[src/inc/mals_pkg.sv]
package mals_pkg;

    // ------------------------------------------------------------------
    // register map, byte addresses on the 32-bit bus
    // ------------------------------------------------------------------
    localparam int          ADDR_W          = 4;
    localparam logic [3:0]  ADDR_CFG        = 4'h0;
    localparam logic [3:0]  ADDR_CMD        = 4'h4;
    localparam logic [3:0]  ADDR_STATUS     = 4'h8;
    localparam logic [3:0]  ADDR_CAUSE      = 4'hc;

    // ------------------------------------------------------------------
    // configuration fields and reset values
    // ------------------------------------------------------------------
    localparam int          CFG_ADDR_LSB    = 0;
    localparam int          CFG_COUNT_LSB   = 4;
    localparam int          CFG_MODE_LSB    = 8;
    localparam logic [2:0]  RST_STATION     = 3'h0;
    localparam logic [2:0]  RST_SLAVE_COUNT = 3'h1;
    localparam logic [2:0]  RST_MODE        = 3'h0;
    localparam logic [2:0]  MASTER_ADDR     = 3'h0;
    localparam logic [2:0]  MODE_LIMIT      = 3'h3;
    localparam int          CMD_RESET_BIT   = 0;

    localparam logic [1:0]  RESP_OKAY       = 2'h0;
    localparam logic [1:0]  RESP_SLVERR     = 2'h2;
    localparam int          SYNC_STAGES     = 2;

    // ------------------------------------------------------------------
    // carriers
    // ------------------------------------------------------------------
    typedef struct packed {
        logic link_up;                         // loop frames seen intact
        logic peer_alarm;                      // alarm flagged by another station
        logic peer_reset;                      // batch reset from another station
        logic dup_address;                     // two stations share an address
        logic forward_run_cmd;
        logic reverse_run_cmd;
        logic reset_cmd;                       // terminal or keypad reset
        logic local_fault;                     // heavy fault cause of this unit
        logic light_fault;                     // light fault cause of this unit
        logic speed_pulse_feedback_lost;
        logic motor_thermistor_feedback_lost;
    } mals_pin_in_type;

    typedef struct packed {
        logic link_established_out;
        logic master_selected_out;
        logic run_ready;
        logic run_fwd;
        logic run_rev;
        logic batch_alarm_relay;
        logic coast_stop;
        logic alarm_tx;                        // tell other stations of our alarm
        logic reset_tx;                        // one-cycle batch reset to others
        logic light_alarm;
        logic other_station;                   // shown alarm came from elsewhere
        logic link_error;
        logic proc_error;
    } mals_pin_out_type;

    typedef enum logic [1:0] {
        ST_WAIT_LINK,
        ST_READY,
        ST_RUN,
        ST_ALARM
    } mals_state_type;

endpackage

[src/core/mals_sync.sv]
`timescale 1ns/1ps
module mals_sync import mals_pkg::*; #(
    parameter int WIDTH = 1
) (
    input  wire logic             aclk,     // control clock
    input  wire logic             aresetn,  // synchronous reset, low
    input  wire logic [WIDTH-1:0] d,        // asynchronous levels
    output logic      [WIDTH-1:0] q         // synchronised levels
);
    logic [WIDTH-1:0] stage1;

    always_ff @(posedge aclk) begin
        if (!aresetn) begin
            stage1 <= '0;
            q      <= '0;
        end else begin
            stage1 <= d;
            q      <= stage1;
        end
    end
endmodule // mals_sync

[src/core/mals_top.sv]
`timescale 1ns/1ps
module mals_top import mals_pkg::*; (
    input  wire logic              aclk,      // 100 MHz control clock
    input  wire logic              aresetn,   // synchronous reset, low
    input  wire logic [ADDR_W-1:0] awaddr,    // write address
    input  wire logic              awvalid,   // write address valid
    output logic                   awready,   // write address ready
    input  wire logic [31:0]       wdata,     // write data
    input  wire logic [3:0]        wstrb,     // byte enables
    input  wire logic              wvalid,    // write data valid
    output logic                   wready,    // write data ready
    output logic [1:0]             bresp,     // write response
    output logic                   bvalid,    // write response valid
    input  wire logic              bready,    // write response ready
    input  wire logic [ADDR_W-1:0] araddr,    // read address
    input  wire logic              arvalid,   // read address valid
    output logic                   arready,   // read address ready
    output logic [31:0]            rdata,     // read data
    output logic [1:0]             rresp,     // read response
    output logic                   rvalid,    // read data valid
    input  wire logic              rready,    // read data ready
    input  wire mals_pin_in_type   pins_in,   // pins and link status
    output mals_pin_out_type       pins_out   // supervisory outputs
);
    // ------------------------------------------------------------------
    // input synchronisers
    // ------------------------------------------------------------------
    mals_pin_in_type pin_s;
    logic            reset_cmd_d;
    logic            peer_reset_d;
    mals_state_type  state;
    logic            alm_local, alm_fb, alm_link, alm_proc, alm_peer, light;

    mals_sync #(.WIDTH($bits(mals_pin_in_type))) u_sync (
        .aclk    (aclk),
        .aresetn (aresetn),
        .d       (pins_in),
        .q       (pin_s)
    );

    // ------------------------------------------------------------------
    // register bus slave
    // ------------------------------------------------------------------
    logic              aw_held, w_held, sw_reset;
    logic [ADDR_W-1:0] aw_addr;
    logic [31:0]       w_data;
    logic [3:0]        w_strb;
    logic [2:0]        cfg_addr, cfg_count, cfg_mode;
    logic              next_aw_held, next_w_held, next_sw_reset;
    logic [ADDR_W-1:0] next_aw_addr;
    logic [31:0]       next_w_data, next_rdata;
    logic [3:0]        next_w_strb;
    logic [2:0]        next_cfg_addr, next_cfg_count, next_cfg_mode;
    logic              next_awready, next_wready, next_bvalid, next_arready, next_rvalid;
    logic [1:0]        next_bresp, next_rresp;
    logic              do_write;
    logic [31:0]       cfg_word, status_word, cause_word;

    assign cfg_word    = {21'h0, cfg_mode, 1'b0, cfg_count, 1'b0, cfg_addr};
    assign status_word = {17'h0, state, pins_out};
    assign cause_word  = {26'h0, alm_fb, light, alm_peer, alm_proc, alm_link, alm_local};

    always_comb begin
        next_aw_held   = aw_held;
        next_aw_addr   = aw_addr;
        next_w_held    = w_held;
        next_w_data    = w_data;
        next_w_strb    = w_strb;
        next_bvalid    = bvalid;
        next_bresp     = bresp;
        next_arready   = arready;
        next_rvalid    = rvalid;
        next_rdata     = rdata;
        next_rresp     = rresp;
        next_cfg_addr  = cfg_addr;
        next_cfg_count = cfg_count;
        next_cfg_mode  = cfg_mode;
        next_sw_reset  = 1'b0;
        do_write       = aw_held && w_held && !bvalid;
        if (awvalid && awready) begin
            next_aw_held = 1'b1;
            next_aw_addr = awaddr;
        end
        if (wvalid && wready) begin
            next_w_held = 1'b1;
            next_w_data = wdata;
            next_w_strb = wstrb;
        end
        if (do_write) begin
            next_aw_held = 1'b0;
            next_w_held  = 1'b0;
            next_bvalid  = 1'b1;
            next_bresp   = RESP_OKAY;
            case (aw_addr)
                ADDR_CFG: begin
                    if (w_strb[0]) begin
                        next_cfg_addr  = w_data[CFG_ADDR_LSB+:3];
                        next_cfg_count = w_data[CFG_COUNT_LSB+:3];
                    end
                    if (w_strb[1]) begin
                        next_cfg_mode = w_data[CFG_MODE_LSB+:3];
                    end
                end
                ADDR_CMD:    next_sw_reset = w_strb[0] && w_data[CMD_RESET_BIT];
                ADDR_STATUS: next_bresp = RESP_OKAY;
                ADDR_CAUSE:  next_bresp = RESP_OKAY;
                default:     next_bresp = RESP_SLVERR;
            endcase
        end
        if (bvalid && bready) begin
            next_bvalid = 1'b0;
        end
        // ready drops while a word is held so nothing is overwritten
        next_awready = !next_aw_held && !next_bvalid;
        next_wready  = !next_w_held && !next_bvalid;
        if (arvalid && arready) begin
            next_arready = 1'b0;
            next_rvalid  = 1'b1;
            next_rresp   = RESP_OKAY;
            case (araddr)
                ADDR_CFG:    next_rdata = cfg_word;
                ADDR_CMD:    next_rdata = 32'h0;
                ADDR_STATUS: next_rdata = status_word;
                ADDR_CAUSE:  next_rdata = cause_word;
                default: begin
                    next_rdata = 32'h0;
                    next_rresp = RESP_SLVERR;
                end
            endcase
        end else if (rvalid && rready) begin
            next_rvalid  = 1'b0;
            next_arready = 1'b1;
        end
    end

    always_ff @(posedge aclk) begin
        if (!aresetn) begin
            aw_held   <= 1'b0;
            aw_addr   <= '0;
            w_held    <= 1'b0;
            w_data    <= 32'h0;
            w_strb    <= 4'h0;
            awready   <= 1'b1;
            wready    <= 1'b1;
            bvalid    <= 1'b0;
            bresp     <= RESP_OKAY;
            arready   <= 1'b1;
            rvalid    <= 1'b0;
            rdata     <= 32'h0;
            rresp     <= RESP_OKAY;
            cfg_addr  <= RST_STATION;
            cfg_count <= RST_SLAVE_COUNT;
            cfg_mode  <= RST_MODE;
            sw_reset  <= 1'b0;
        end else begin
            aw_held   <= next_aw_held;
            aw_addr   <= next_aw_addr;
            w_held    <= next_w_held;
            w_data    <= next_w_data;
            w_strb    <= next_w_strb;
            awready   <= next_awready;
            wready    <= next_wready;
            bvalid    <= next_bvalid;
            bresp     <= next_bresp;
            arready   <= next_arready;
            rvalid    <= next_rvalid;
            rdata     <= next_rdata;
            rresp     <= next_rresp;
            cfg_addr  <= next_cfg_addr;
            cfg_count <= next_cfg_count;
            cfg_mode  <= next_cfg_mode;
            sw_reset  <= next_sw_reset;
        end
    end

    // ------------------------------------------------------------------
    // alarm latches and run sequencing
    // ------------------------------------------------------------------
    mals_state_type   next_state;
    mals_pin_out_type next_out;
    logic next_alm_local, next_alm_fb, next_alm_link, next_alm_proc, next_alm_peer;
    logic next_light;
    logic is_master, proc_cause, run_req, running, rst_local, rst_req;
    logic set_link, link_cause, fb_cause, own_alarm, any_alarm;

    always_comb begin
        is_master  = (cfg_addr == MASTER_ADDR);
        proc_cause = (cfg_addr > cfg_count) || (cfg_mode >= MODE_LIMIT);
        run_req    = pin_s.forward_run_cmd || pin_s.reverse_run_cmd;
        running    = (state == ST_RUN);
        rst_local  = (pin_s.reset_cmd && !reset_cmd_d) || sw_reset;
        rst_req    = rst_local || (pin_s.peer_reset && !peer_reset_d);
        // loss while stopped is tolerated, so units may power up in any order
        set_link   = running && (!pin_s.link_up || pin_s.dup_address);
        link_cause = !pin_s.link_up || pin_s.dup_address;
        // slaves carry no feedback wiring, so its loss means nothing there
        fb_cause   = is_master && (pin_s.speed_pulse_feedback_lost
                                   || pin_s.motor_thermistor_feedback_lost);
        // set beats clear; clear only once the cause is gone
        next_alm_local = (alm_local && !(rst_req && !pin_s.local_fault))
                         || pin_s.local_fault;
        next_alm_fb    = (alm_fb && !(rst_req && !fb_cause)) || fb_cause;
        next_alm_link  = (alm_link && !(rst_req && !link_cause)) || set_link;
        next_alm_proc  = (alm_proc && !(rst_req && !proc_cause)) || proc_cause;
        next_alm_peer  = (alm_peer && !(rst_req && !pin_s.peer_alarm))
                         || pin_s.peer_alarm;
        next_light     = (light && !(rst_req && !pin_s.light_fault))
                         || pin_s.light_fault;
        own_alarm  = next_alm_local || next_alm_fb || next_alm_link || next_alm_proc;
        any_alarm  = own_alarm || next_alm_peer;

        next_state = state;
        case (state)
            ST_WAIT_LINK: begin
                if (any_alarm)          next_state = ST_ALARM;
                else if (pin_s.link_up) next_state = ST_READY;
            end
            ST_READY: begin
                if (any_alarm)          next_state = ST_ALARM;
                else if (!pin_s.link_up) next_state = ST_WAIT_LINK;
                else if (run_req)       next_state = ST_RUN;
            end
            ST_RUN: begin
                if (any_alarm)          next_state = ST_ALARM;
                else if (!run_req)      next_state = ST_READY;
            end
            ST_ALARM: begin
                // a run command still held after reset restarts the drive
                if (!any_alarm) begin
                    if (!pin_s.link_up) next_state = ST_WAIT_LINK;
                    else if (run_req)   next_state = ST_RUN;
                    else                next_state = ST_READY;
                end
            end
            default: next_state = ST_WAIT_LINK;
        endcase

        next_out.link_established_out = pin_s.link_up;
        next_out.master_selected_out  = is_master;
        next_out.run_ready            = (next_state == ST_READY) || (next_state == ST_RUN);
        next_out.run_fwd = (next_state == ST_RUN) && pin_s.forward_run_cmd
                           && !pin_s.reverse_run_cmd;
        next_out.run_rev = (next_state == ST_RUN) && pin_s.reverse_run_cmd
                           && !pin_s.forward_run_cmd;
        next_out.batch_alarm_relay    = any_alarm;
        next_out.coast_stop           = any_alarm;
        next_out.alarm_tx             = own_alarm;
        next_out.reset_tx             = rst_local;
        next_out.light_alarm          = next_light;
        next_out.other_station        = next_alm_peer && !own_alarm;
        next_out.link_error           = next_alm_link;
        next_out.proc_error           = next_alm_proc;
    end

    always_ff @(posedge aclk) begin
        if (!aresetn) begin
            state        <= ST_WAIT_LINK;
            alm_local    <= 1'b0;
            alm_fb       <= 1'b0;
            alm_link     <= 1'b0;
            alm_proc     <= 1'b0;
            alm_peer     <= 1'b0;
            light        <= 1'b0;
            reset_cmd_d  <= 1'b0;
            peer_reset_d <= 1'b0;
            pins_out     <= '0;
        end else begin
            state        <= next_state;
            alm_local    <= next_alm_local;
            alm_fb       <= next_alm_fb;
            alm_link     <= next_alm_link;
            alm_proc     <= next_alm_proc;
            alm_peer     <= next_alm_peer;
            light        <= next_light;
            reset_cmd_d  <= pin_s.reset_cmd;
            peer_reset_d <= pin_s.peer_reset;
            pins_out     <= next_out;
        end
    end
endmodule // mals_top

[config.mk]
export PLATFORM = sky130hd
export DESIGN_NAME = mals_top
export DESIGN_NICKNAME = d
export VERILOG_FILES = /design/src/inc/mals_pkg.sv /design/src/core/mals_sync.sv /design/src/core/mals_top.sv
export SDC_FILE = /design/constraint.sdc
export NUM_CORES = 1
export LEC_CHECK = 0
export BUFFER_PORTS_ARGS = -buffer_cell sky130_fd_sc_hd__buf_2
export CAP_MARGIN = 20
export CORE_ASPECT_RATIO = 1.2
export CORE_MARGIN = 2
export CORE_UTILIZATION = 54
export CTS_CLUSTER_DIAMETER = 50
export DETAILED_ROUTE_END_ITERATION = 7
export PLACE_DENSITY = 0.93
export SYNTH_ARGS = -nofsm -noshare
export SYNTH_HDL_FRONTEND = slang
export SYNTH_HIERARCHICAL = 1
export SYNTH_SLANG_ARGS = --single-unit
[constraint.sdc]
create_clock -name aclk -period 2.6 [get_ports aclk]
set_clock_uncertainty 0.05 [all_clocks]
set_input_delay 0.13 -clock aclk [delete_from_list [all_inputs] [get_ports aclk]]
set_output_delay 0.13 -clock aclk [all_outputs]
set_load 0.05 [all_outputs]
==> results.md, run 1 <==
* Setup TNS at 0 ps
* Placed wire-length estimate at 4926 µm
* # resized after CTS at 0
* Residual DRC at 0
* Vias at 2889
* Reg2reg start: cfg_count[1]
* Min-delay src: rready
* # fillers at just under 500
* Tcrit/Tclk final at 0.8221
* Die Area at 7126 µm²
* Worst slew pin tran at 990.7 ps
* Mapped Area at 3491 µm²
* Final setup violation count at 0
* Peak VDD IR at 0.0003216 V
* Sequential share of the synthesized area at 0.5161
* Antenna violations before repair at 0
* Initial Util at 0.5518
* Primary FF master, synth: dfxtp_1
* CTS Hold Bufs at 25
* Antenna Cells at 0
* EDFF count, synth at 0
* RePlAce Congestion at 0.8338
* Worst flop-to-flop path endpoint: pins_out[9]
* Clk buf depth at 2
* Total power at 3.052 mW
* Min cycle time layout at 2138 ps
* Core box area at ~6300 µm²
* Async S/R FF share, synth at 0
* Number of max-cap violations at 0
* Gr ovfl total at 0
* Die Wd at just under 80 µm
* RSZ-0062 raised after global routing: no
* Crit path buf inv count at 1
* Leak at 1.948 nW
* Worst-path cell chain: inv_1, ha_1, a211oi_1, o21a_1, and4_1, ha_1, nand2_1, nor3b_1
* Slew Limit Fails at 0
* Hold Vio Cnt, Final at 0
* Clock Tree Root: clkbuf_8
* Distinct cell type count after synthesis at 47
* H-tree depth at 3
* Max incr delay on CP at approximately 370 ps
* Num Clock Sinks at 90
* Reg2reg setup slack at 460 ps
* Post-CTS Setup Bufs at 0
* Setup CP Type: reg2reg
* Cell area power density at 711.3 nW/µm²
* Largest net degree at the start of global routing at 38
* Port-buffer cells at 71
* Max Clk Rate at 0.4678 GHz
* Rows at 32
* Nets@finish at between 500 and 600
* Antenna viol nets, final at 0
* Wire length of the first global-routing pass at 12450 µm
* Startpoint Class: flip-flop
* Crit-path max FO at 8
* Req. time, crit path at 2810 ps
* Initial DRC count at 258
* Vias in the first global route at 2823
* WHS at 4.924 ps
* Hold EP: rvalid
* Yosys warns at 6
* Worst hold path class: in2reg
* Crit-path most repeated cell: ha_1
* Arrival time worst endpoint at 2350 ps
* Wire per inst at roughly 15 µm
* Syn-to-layout area delta at 22.90%
* Crit. End Element: flip-flop
* Cells after Synth at 365
* Synth Area per Inst at approximately 9.6 µm²
* Flop and latch count out of synthesis at 90
* GR Util All Layers at 0.2227
* Clk slew on worst S/H paths at 90 ps
* Post-Layout Cell Count at 547
* Family with the most delay on the worst path: compound AO/OA/AOI/OAI gates
* Top-Level Pins at 116
* Worst reg-to-reg path cell count at 8
* Worst relative slew slack at 0.3388
* Share of cells above drive strength 1 at 0.2489
* Placed cells at around 510
* Drt total wl at 7959 µm
* WHS Path Cells at 3
* Insertion delay to the later sink of the worst-skew pair at 350 ps
* Via-to-Cell Ratio at 5.282
* Status: finished, final reports clean
* Critical path's slowest cell: dfxtp_1
* Height of the chip at 92.08 µm
* DRT Pass-1 Iters at 4
* TritonCTS clock tree: done
* TritonCTS buffer count at 9
area by class of cell:
type                    instances  area, µm²  area share
flip-flops and latches         90       1802      0.4199
multi-input cells             248       1480      0.3450
repair buffers                100      638.1      0.1487
clock buffers                  11      131.4     0.03062
well taps                      85      106.4     0.02479
clock inverters                 5      102.6     0.02391
inverters                       8      30.03    0.006999
routing by layer:
layer	part of all wire	vias to the layer above	GRT usage
met4	0.047	0	0.1607
li1	-	1374	-
met1	0.39	1342	0.2469
met3	0.057	36	0.03051
met2	0.50	137	0.3877
met5	0	-	0
power breakdown:
part | leakage (nW) | internal [mW] | total, mW | switching [mW]
Clock | 0.114 | 0.638 | 1.11 | 0.469
Combinational | 1.10 | 0.146 | 0.449 | 0.303
Sequential | 0.737 | 1.45 | 1.50 | 0.0500
Total | 1.95 | 2.23 | 3.05 | 0.821
how the worst max path moves through the flow:
stage | from | to | slack (ps) | cells past startpoint
after detailed placement | cfg_count[1] | pins_out[9] | 570 | 8
after CTS | cfg_count[2] | pins_out[9] | 480 | 8
after global routing | cfg_count[1] | pins_out[9] | 350 | 8
after floorplan | cfg_count[1] | pins_out[9] | 860 | 8
final | cfg_count[1] | pins_out[9] | 460 | 8
after global placement | cfg_count[1] | pins_out[9] | 700 | 8
registers in the layout (all words and copies together), names as in the netlist, 2 cells and up:
signal         flops
aw_addr            4
cfg_addr           3
cfg_count          3
cfg_mode           3
pins_out           9
rdata             15
state              2
u_sync/q          11
u_sync/stage1     11
w_data             9
w_strb             2
cell usage after synthesis, types with 3 or more instances:
master | count | area (µm²)
dfxtp_1 | 90 | 1802
nand2_1 | 42 | 157.7
nor2_1 | 34 | 127.6
a21oi_1 | 27 | 135.1
buf_4 | 24 | 180.2
and2_1 | 17 | 106.4
and2_2 | 16 | 120.1
mux2i_1 | 14 | 140.1
a22oi_1 | 9 | 67.56
clkbuf_1 | 8 | 30.03
inv_1 | 8 | 30.03
o21ai_0 | 8 | 40.04
nand3_1 | 7 | 35.03
nor3_1 | 6 | 30.03
nand2b_1 | 5 | 31.28
ha_1 | 4 | 50.05
mux2_2 | 4 | 45.04
a2bb2oi_1 | 3 | 26.28
o21a_1 | 3 | 22.52
worst reg2reg max path: cells and delay by family (launching register included):
kind                     cells  cell delay [ps]
flip-flops                   1              370
adder cells (fa/ha/maj)      2              430
AND/OR/NAND/NOR              3              560
AO/OA/AOI/OAI                2              580
buffers and inverters        1               50
kinds of logic (layout without fill, tap and decap cells):
group	Yosys count	count (layout)	synth area share
AOI/OAI and AO/OA	62	62	0.1151
adders and majority gates	4	4	0.01434
buffers and inverters	45	124	0.07921
DFF	90	90	0.5161
muxes	18	18	0.05304
other	1	19	0.001074
and+or+nand+nor	145	145	0.2211
stage by stage:
stage | setup WS [ps] | utilization | instance area [µm²]
after CTS | 478.9 | 0.6766 | 4280
after global routing | 351.4 | 0.6782 | 4290
after floorplan | 858.4 | - | 3558
after detailed placement | 565.4 | 0.6001 | 3796
after global placement | 702.2 | 0.6001 | 3796
final | 462.4 | 0.6782 | 4290
placed cells by master (no fill, tap or decap), types with 3 or more instances in the layout:
cell,synthesis,routed
a22oi_1,9,9
dfxtp_1,90,90
buf_4,24,3
dlygate4sd3_1,0,26
nor2_1,34,34
a21oi_1,27,27
conb_1,1,19
and2_1,17,17
nand2_1,42,42
ha_1,4,4
nand3_1,7,7
o21ai_0,8,8
and2_2,16,16
buf_2,1,71
a2bb2oi_1,3,3
mux2i_1,14,14
clkbuf_8,0,9
nor3_1,6,6
bufinv_16,0,3
inv_1,8,8
mux2_2,4,4
o21a_1,3,3
nand2b_1,5,5
Note: power is estimated with default switching activity, not from simulation.
==> run 2, diff against run 1 <==
--- a/config.mk
+++ b/config.mk
@@ -9,10 +9,10 @@
 export CAP_MARGIN = 20
 export CORE_ASPECT_RATIO = 1.2
 export CORE_MARGIN = 2
-export CORE_UTILIZATION = 54
+export CORE_UTILIZATION = 50
 export CTS_CLUSTER_DIAMETER = 50
 export DETAILED_ROUTE_END_ITERATION = 7
-export PLACE_DENSITY = 0.93
+export PLACE_DENSITY = 0.87
 export SYNTH_ARGS = -nofsm -noshare
 export SYNTH_HDL_FRONTEND = slang
 export SYNTH_HIERARCHICAL = 1
==> constraint.sdc (replaced) <==
create_clock -name aclk -period 2.2 [get_ports aclk]
set_clock_uncertainty 0.05 [all_clocks]
set_input_delay 0.11 -clock aclk [delete_from_list [all_inputs] [get_ports aclk]]
set_output_delay 0.11 -clock aclk [all_outputs]
set_load 0.05 [all_outputs]
==> results.md, run 2 (synthesized netlist as in run 1, its figures left out) <==
* Min cycle time layout at 2005 ps (-132.1 ps)
* Crit. End Element: flip-flop
* Final setup violation count at 0 (unchanged)
* Most frequent cells in the layout: 90 x dfxtp_1, 71 x buf_2, 42 x nand2_1
* Hold Vio Cnt, Final at 0 (unchanged)
* Crit-path max FO at 8 (unchanged)
* Wire length of the first global-routing pass at 11430 µm (-8.3%)
* Worst reg-to-reg path cell count at 8 (unchanged)
* Max Clk Rate at 0.4986 GHz (+6.6%)
* Startpoint Class: flip-flop
* Worst hold path class: in2reg
* Sw Ratio at 0.2655 (-0.003698)
* Clk buf depth at 2 (unchanged)
* Critical path's slowest cell: dfxtp_1
* Antenna viol nets, final at 0 (unchanged)
* Initial DRC count at 175 (-32%)
* Placed wire-length estimate at 4822 µm (-2.1%)
* Vias at 2716 (-6.0%)
* Crit-path most repeated cell: ha_1
* Worst relative slew slack at 0.6247 (+0.2859)
* Tcrit/Tclk final at 0.9116 (+0.08941)
* Placed Area at 3791 µm² (-0.13%)
* Hold EP: aw_addr[3]
* Via-to-Cell Ratio at 4.947 (-6.3%)
* Nets@finish at 523 (unchanged)
* GR Util All Layers at 0.1943 (-0.02847)
* Fin area at 4314 µm² (+0.55%)
* Family with the most delay on the worst path: compound AO/OA/AOI/OAI gates
* WHS Path Cells at 3 (unchanged)
* Gr ovfl total at 0 (unchanged)
* Worst flop-to-flop path endpoint: pins_out[9]
* Internal power contribution at 2.668 mW (+20%)
* Cell area power density at 842.0 nW/µm² (+18%)
* Die Wd at 80.28 µm (+3.7%)
* Top-Level Pins at 116 (unchanged)
* TritonCTS clock tree: done
* Part of the power in registers at 0.486 (-0.004)
* Share of cells above drive strength 1 at 0.2532 (+0.004329)
* Reg2reg setup slack at 190 ps (-270 ps)
* Min-delay src: awvalid
* Leak at 1.953 nW (+0.24%)
* Peak VDD IR at 0.0004119 V (+28%)
* Logic pwr share at 0.142 (-0.005)
* Number of max-cap violations at 0 (unchanged)
* RSZ-0062 raised after global routing: no
* Crit path buf inv count at 1 (unchanged)
* Met1 usage at 0.2263 (-0.02058)
* Clk slew on worst S/H paths at 90 ps (about the same)
* Slew Limit Fails at 0 (unchanged)
* Largest registers: rdata (15), u_sync/q (11), u_sync/stage1 (11)
* TritonCTS buffer count at 9 (unchanged)
* # fillers at 540 (+10%)
* Setup TNS at 0 ps (unchanged)
* WHS at 25.91 ps (+20.99 ps)
* Final core utilization at 0.6332 (-0.04496)
* DRT Pass-1 Iters at 5 (+1)
* Rows at 33 (+3.1%)
* Max incr delay on CP at 390 ps (+20 ps)
* Top reg by flops: rdata
* Num Clock Sinks at 90 (unchanged)
* Core box area at 6813 µm² (+7.7%)
* Drt total wl at 7049 µm (-11%)
* Worst-path cell chain: inv_1, ha_1, a211oi_1, o21a_2, and4_1, ha_1, nand2_1, nor3b_1
* Wire per inst at 12.84 µm (-12%)
* Largest net degree at the start of global routing at 49 (+29%)
* Syn-to-layout area delta at 23.58%
* Arrival time worst endpoint at 2230 ps (-120 ps)
* H-tree depth at 3 (unchanged)
* Antenna Cells at 0 (unchanged)
* Die Area at 7669 µm² (+7.6%)
* Clock Tree Root: clkbuf_8
* Clock power frac at 0.372 (+0.009)
* Initial Util at 0.5124 (-0.03942)
* Status: finished, final reports clean
* Met2 usage at 0.3278 (-0.05990)
* Insertion delay to the later sink of the worst-skew pair at 350 ps (about the same)
* Vias in the first global route at 2566 (-9.1%)
* Height of the chip at 95.53 µm (+3.8%)
* Residual DRC at 0 (unchanged)
* Grt met3 use at 0.05492 (+0.02441)
* GR peak layer: met2
* Antenna violations before repair at 0 (unchanged)
* Setup CP Type: reg2reg
* Largest register FFs at 15 (unchanged)
* P_sw at 0.9642 mW (+17%)
* RePlAce Congestion at 0.8048 (-3.5%)
* Req. time, crit path at 2420 ps (-390 ps)
* Reg2reg start: cfg_count[1]
* Worst slew pin tran at 561.6 ps (-429.1 ps)
* Post-CTS Setup Bufs at 0 (unchanged)
* Port-buffer cells at 71 (unchanged)
* Most common cell after layout, fill and taps aside: dfxtp_1
-- run 2: timing repair --
action,in CTS,in global routing
endpoints found under the hold margin,27,0
resized for setup,0,1
endpoints found under the setup margin,0,2
hold buffers,27,0
-- run 2: cell type report --
cell class | count | area, µm² | share of cell area
sequential | 90 | 1802 | 0.4176
clock inverter | 6 | 113.9 | 0.02639
timing repair buffer | 100 | 640.6 | 0.1485
multi-input combinational | 248 | 1481 | 0.3434
clock buffer | 10 | 137.6 | 0.03190
tap | 87 | 108.9 | 0.02523
inverter | 8 | 30.03 | 0.006961
-- run 2: worst min-delay path: stages --
cell,delay [ps]
buf_2,130
nand3_1,80
a21oi_1,50
-- run 2: stage by stage --
step	power [mW]	instances	worst slack [ps]
after floorplan	2.201	383	458.4
after global placement	2.265	506	305.6
after detailed placement	2.279	506	159.4
after CTS	3.651	549	129.4
after global routing	3.775	549	63.86
final	3.632	549	194.6
-- run 2: power by group through the flow --
stage / registers, mW / clock network (mW) / logic, mW
after floorplan: 1.87 / 0 / 0.326
after global placement: 1.80 / 0 / 0.467
after detailed placement: 1.80 / 0 / 0.475
after CTS: 1.77 / 1.37 / 0.514
after global routing: 1.78 / 1.44 / 0.559
final: 1.77 / 1.35 / 0.516
-- run 2: how the worst max path moves through the flow --
stage / slack (ps) / endpoint / from / cells past startpoint
after CTS: 130 / pins_out[9] / cfg_count[1] / 8
after floorplan: 460 / pins_out[9] / cfg_count[1] / 8
after global placement: 310 / pins_out[9] / cfg_count[1] / 8
after global routing: 60 / pins_out[8] / cfg_count[1] / 8
after detailed placement: 160 / pins_out[9] / cfg_count[1] / 8
final: 190 / pins_out[9] / cfg_count[1] / 8
-- run 2: metal layers --
layer | up-vias | share of wire
met3 | 14 | 0.055
met1 | 1239 | 0.43
met4 | 0 | 0.023
met5 | - | 0
met2 | 86 | 0.50
li1 | 1377 | -
==> run 3, diff against run 2 <==
--- a/config.mk
+++ b/config.mk
@@ -8,7 +8,7 @@
 export BUFFER_PORTS_ARGS = -buffer_cell sky130_fd_sc_hd__buf_2
 export CAP_MARGIN = 20
 export CORE_ASPECT_RATIO = 1.2
-export CORE_MARGIN = 2
+export CORE_MARGIN = 3
 export CORE_UTILIZATION = 50
 export CTS_CLUSTER_DIAMETER = 50
 export DETAILED_ROUTE_END_ITERATION = 7
==> results.md, run 3 (synthesized netlist as in run 1, its figures left out) <==
* Crit-path most repeated cell: ha_1
* Antenna viol nets, final at 0 (unchanged)
* Slew Limit Fails at 0 (unchanged)
* Initial Util at 0.5284 (+0.01601)
* Drt total wl at 7081 µm (+0.45%)
* Fin area at 4242 µm² (-1.7%)
* Vias at 2729 (+0.48%)
* Arrival time worst endpoint at 2210 ps (-20 ps)
* Area of the multi-input gates at 1480 µm² (about the same)
* Crit. End Element: flip-flop
* Critical path's slowest cell: dfxtp_1
* Residual DRC at 0 (unchanged)
* Wire per inst at 12.97 µm (+1.0%)
* Setup CP Type: reg2reg
* Top reg by flops: rdata
* Num Clock Sinks at 90 (unchanged)
* Vias in the first global route at 2584 (+0.70%)
* Wire length of the first global-routing pass at 11410 µm (-0.18%)
* Final core utilization at 0.6420 (+0.008803)
* Placed Area at 3789 µm² (about the same)
* Register area at 1802 µm² (unchanged)
* Port-buffer cells at 71 (unchanged)
* Clk buf depth at 2 (unchanged)
* Antenna Cells at 0 (unchanged)
* Max incr delay on CP at 370 ps (-20 ps)
* Largest net degree at the start of global routing at 49 (unchanged)
* Nets@finish at 523 (unchanged)
* Number of max-cap violations at 0 (unchanged)
* GR peak layer: met2
* Peak VDD IR at 0.0004482 V (+8.8%)
* GR Util All Layers at 0.1815 (-0.01279)
* TritonCTS clock tree: done
* Largest registers: rdata (15), u_sync/q (11), u_sync/stage1 (11)
* Family with the most delay on the worst path: compound AO/OA/AOI/OAI gates
* Crit-path max FO at 8 (unchanged)
* Insertion delay to the later sink of the worst-skew pair at 340 ps (about the same)
* Total power at 3.333 mW (-8.2%)
* Height of the chip at 97.53 µm (+2.1%)
* Grt met3 use at 0.04453 (-0.01040)
* Die Wd at 82.28 µm (+2.5%)
* Via-to-Cell Ratio at 4.998 (+1.0%)
* Core box area at 6606 µm² (-3.0%)
* Setup TNS at 0 ps (unchanged)
* Leak at 1.932 nW (-1.0%)
* Startpoint Class: flip-flop
* Post-CTS Setup Bufs at 0 (unchanged)
* DRT Pass-1 Iters at 5 (unchanged)
* Met1 usage at 0.2184 (-0.007831)
* Share of cells above drive strength 1 at 0.2495 (-0.003789)
* Worst-path cell chain: inv_1, ha_1, a211oi_1, o21a_1, and4_1, ha_1, nand2_1, nor3b_1
* Rows at 32 (-3.0%)
* Cell area power density at 785.8 nW/µm² (-6.7%)
* Gr ovfl total at 0 (unchanged)
* Initial DRC count at 183 (+4.6%)
* RePlAce Congestion at 0.8241 (+2.4%)
* H-tree depth at 3 (unchanged)
* Status: finished, final reports clean
* Hold Vio Cnt, Final at 0 (unchanged)
* Die Area at 8024 µm² (+4.6%)
* Clock Tree Root: clkbuf_8
* # fillers at 548 (+1.5%)
* Most common cell after layout, fill and taps aside: dfxtp_1
* Tcrit/Tclk final at 0.9113 (about the same)
* Placed wire-length estimate at 4957 µm (+2.8%)
* Most frequent cells in the layout: 90 x dfxtp_1, 71 x buf_2, 42 x nand2_1
* Req. time, crit path at 2410 ps (about the same)
* Top-Level Pins at 116 (unchanged)
* Min cycle time layout at 2005 ps (-0.4970 ps)
* TritonCTS buffer count at 9 (unchanged)
* Syn-to-layout area delta at 21.51%
* Worst relative slew slack at 0.5703 (-0.05439)
* Worst hold path class: in2reg
* Final setup violation count at 0 (unchanged)
* Antenna violations before repair at 0 (unchanged)
* Crit path buf inv count at 1 (unchanged)
* Worst slew pin tran at 639.7 ps (+78.02 ps)
* WHS at 15.28 ps (-10.63 ps)
* Met2 usage at 0.3012 (-0.02654)
* Max Clk Rate at 0.4988 GHz (about the same)
* RSZ-0062 raised after global routing: no
* Largest register FFs at 15 (unchanged)
* Clk slew on worst S/H paths at 80 ps (about the same)
==> run 3: metal layers <==
metal	up-vias	share of wire
li1	1378	-
met1	1253	0.42
met2	83	0.50
met3	15	0.063
met4	0	0.024
met5	-	0
==> run 3: stage by stage <==
step / setup WS [ps] / instances
global route: 28.02 / 546
floorplan: 458.4 / 383
detailed placement: 202.2 / 504
finish: 195.1 / 546
CTS: 172.3 / 546
global placement: 310.8 / 504
==> run 3: worst paths after layout <==
| kind | to | from | cells past startpoint | slack (ps) |
|---|---|---|---|---|
| worst max-delay path | pins_out[8] | cfg_count[1] | 8 | 200 |
| worst min-delay path | u_sync/stage1[10] | aresetn | 2 | 20 |
| worst max register to register | pins_out[8] | cfg_count[1] | 8 | 200 |
| worst min register to register | u_sync/q[6] | u_sync/stage1[6] | 1 | 390 |
==> run 3: timing repair <==
action	4_1_cts	5_1_grt
resized for setup	0	0
hold buffers	27	0
hold endpoints to repair	27	0
==> run 3: where the power goes <==
group          switching, mW  internal [mW]
sequential            0.0549           1.71
combinational          0.344          0.172
clock                  0.540          0.513
==> run 3: area by class of cell <==
class,instances,share of cell area
timing repair buffer,100,0.1510
clock buffer,9,0.02920
clock inverter,6,0.01386
tap,85,0.02507
inverter,8,0.007080
sequential,90,0.4248
multi-input combinational,248,0.3490
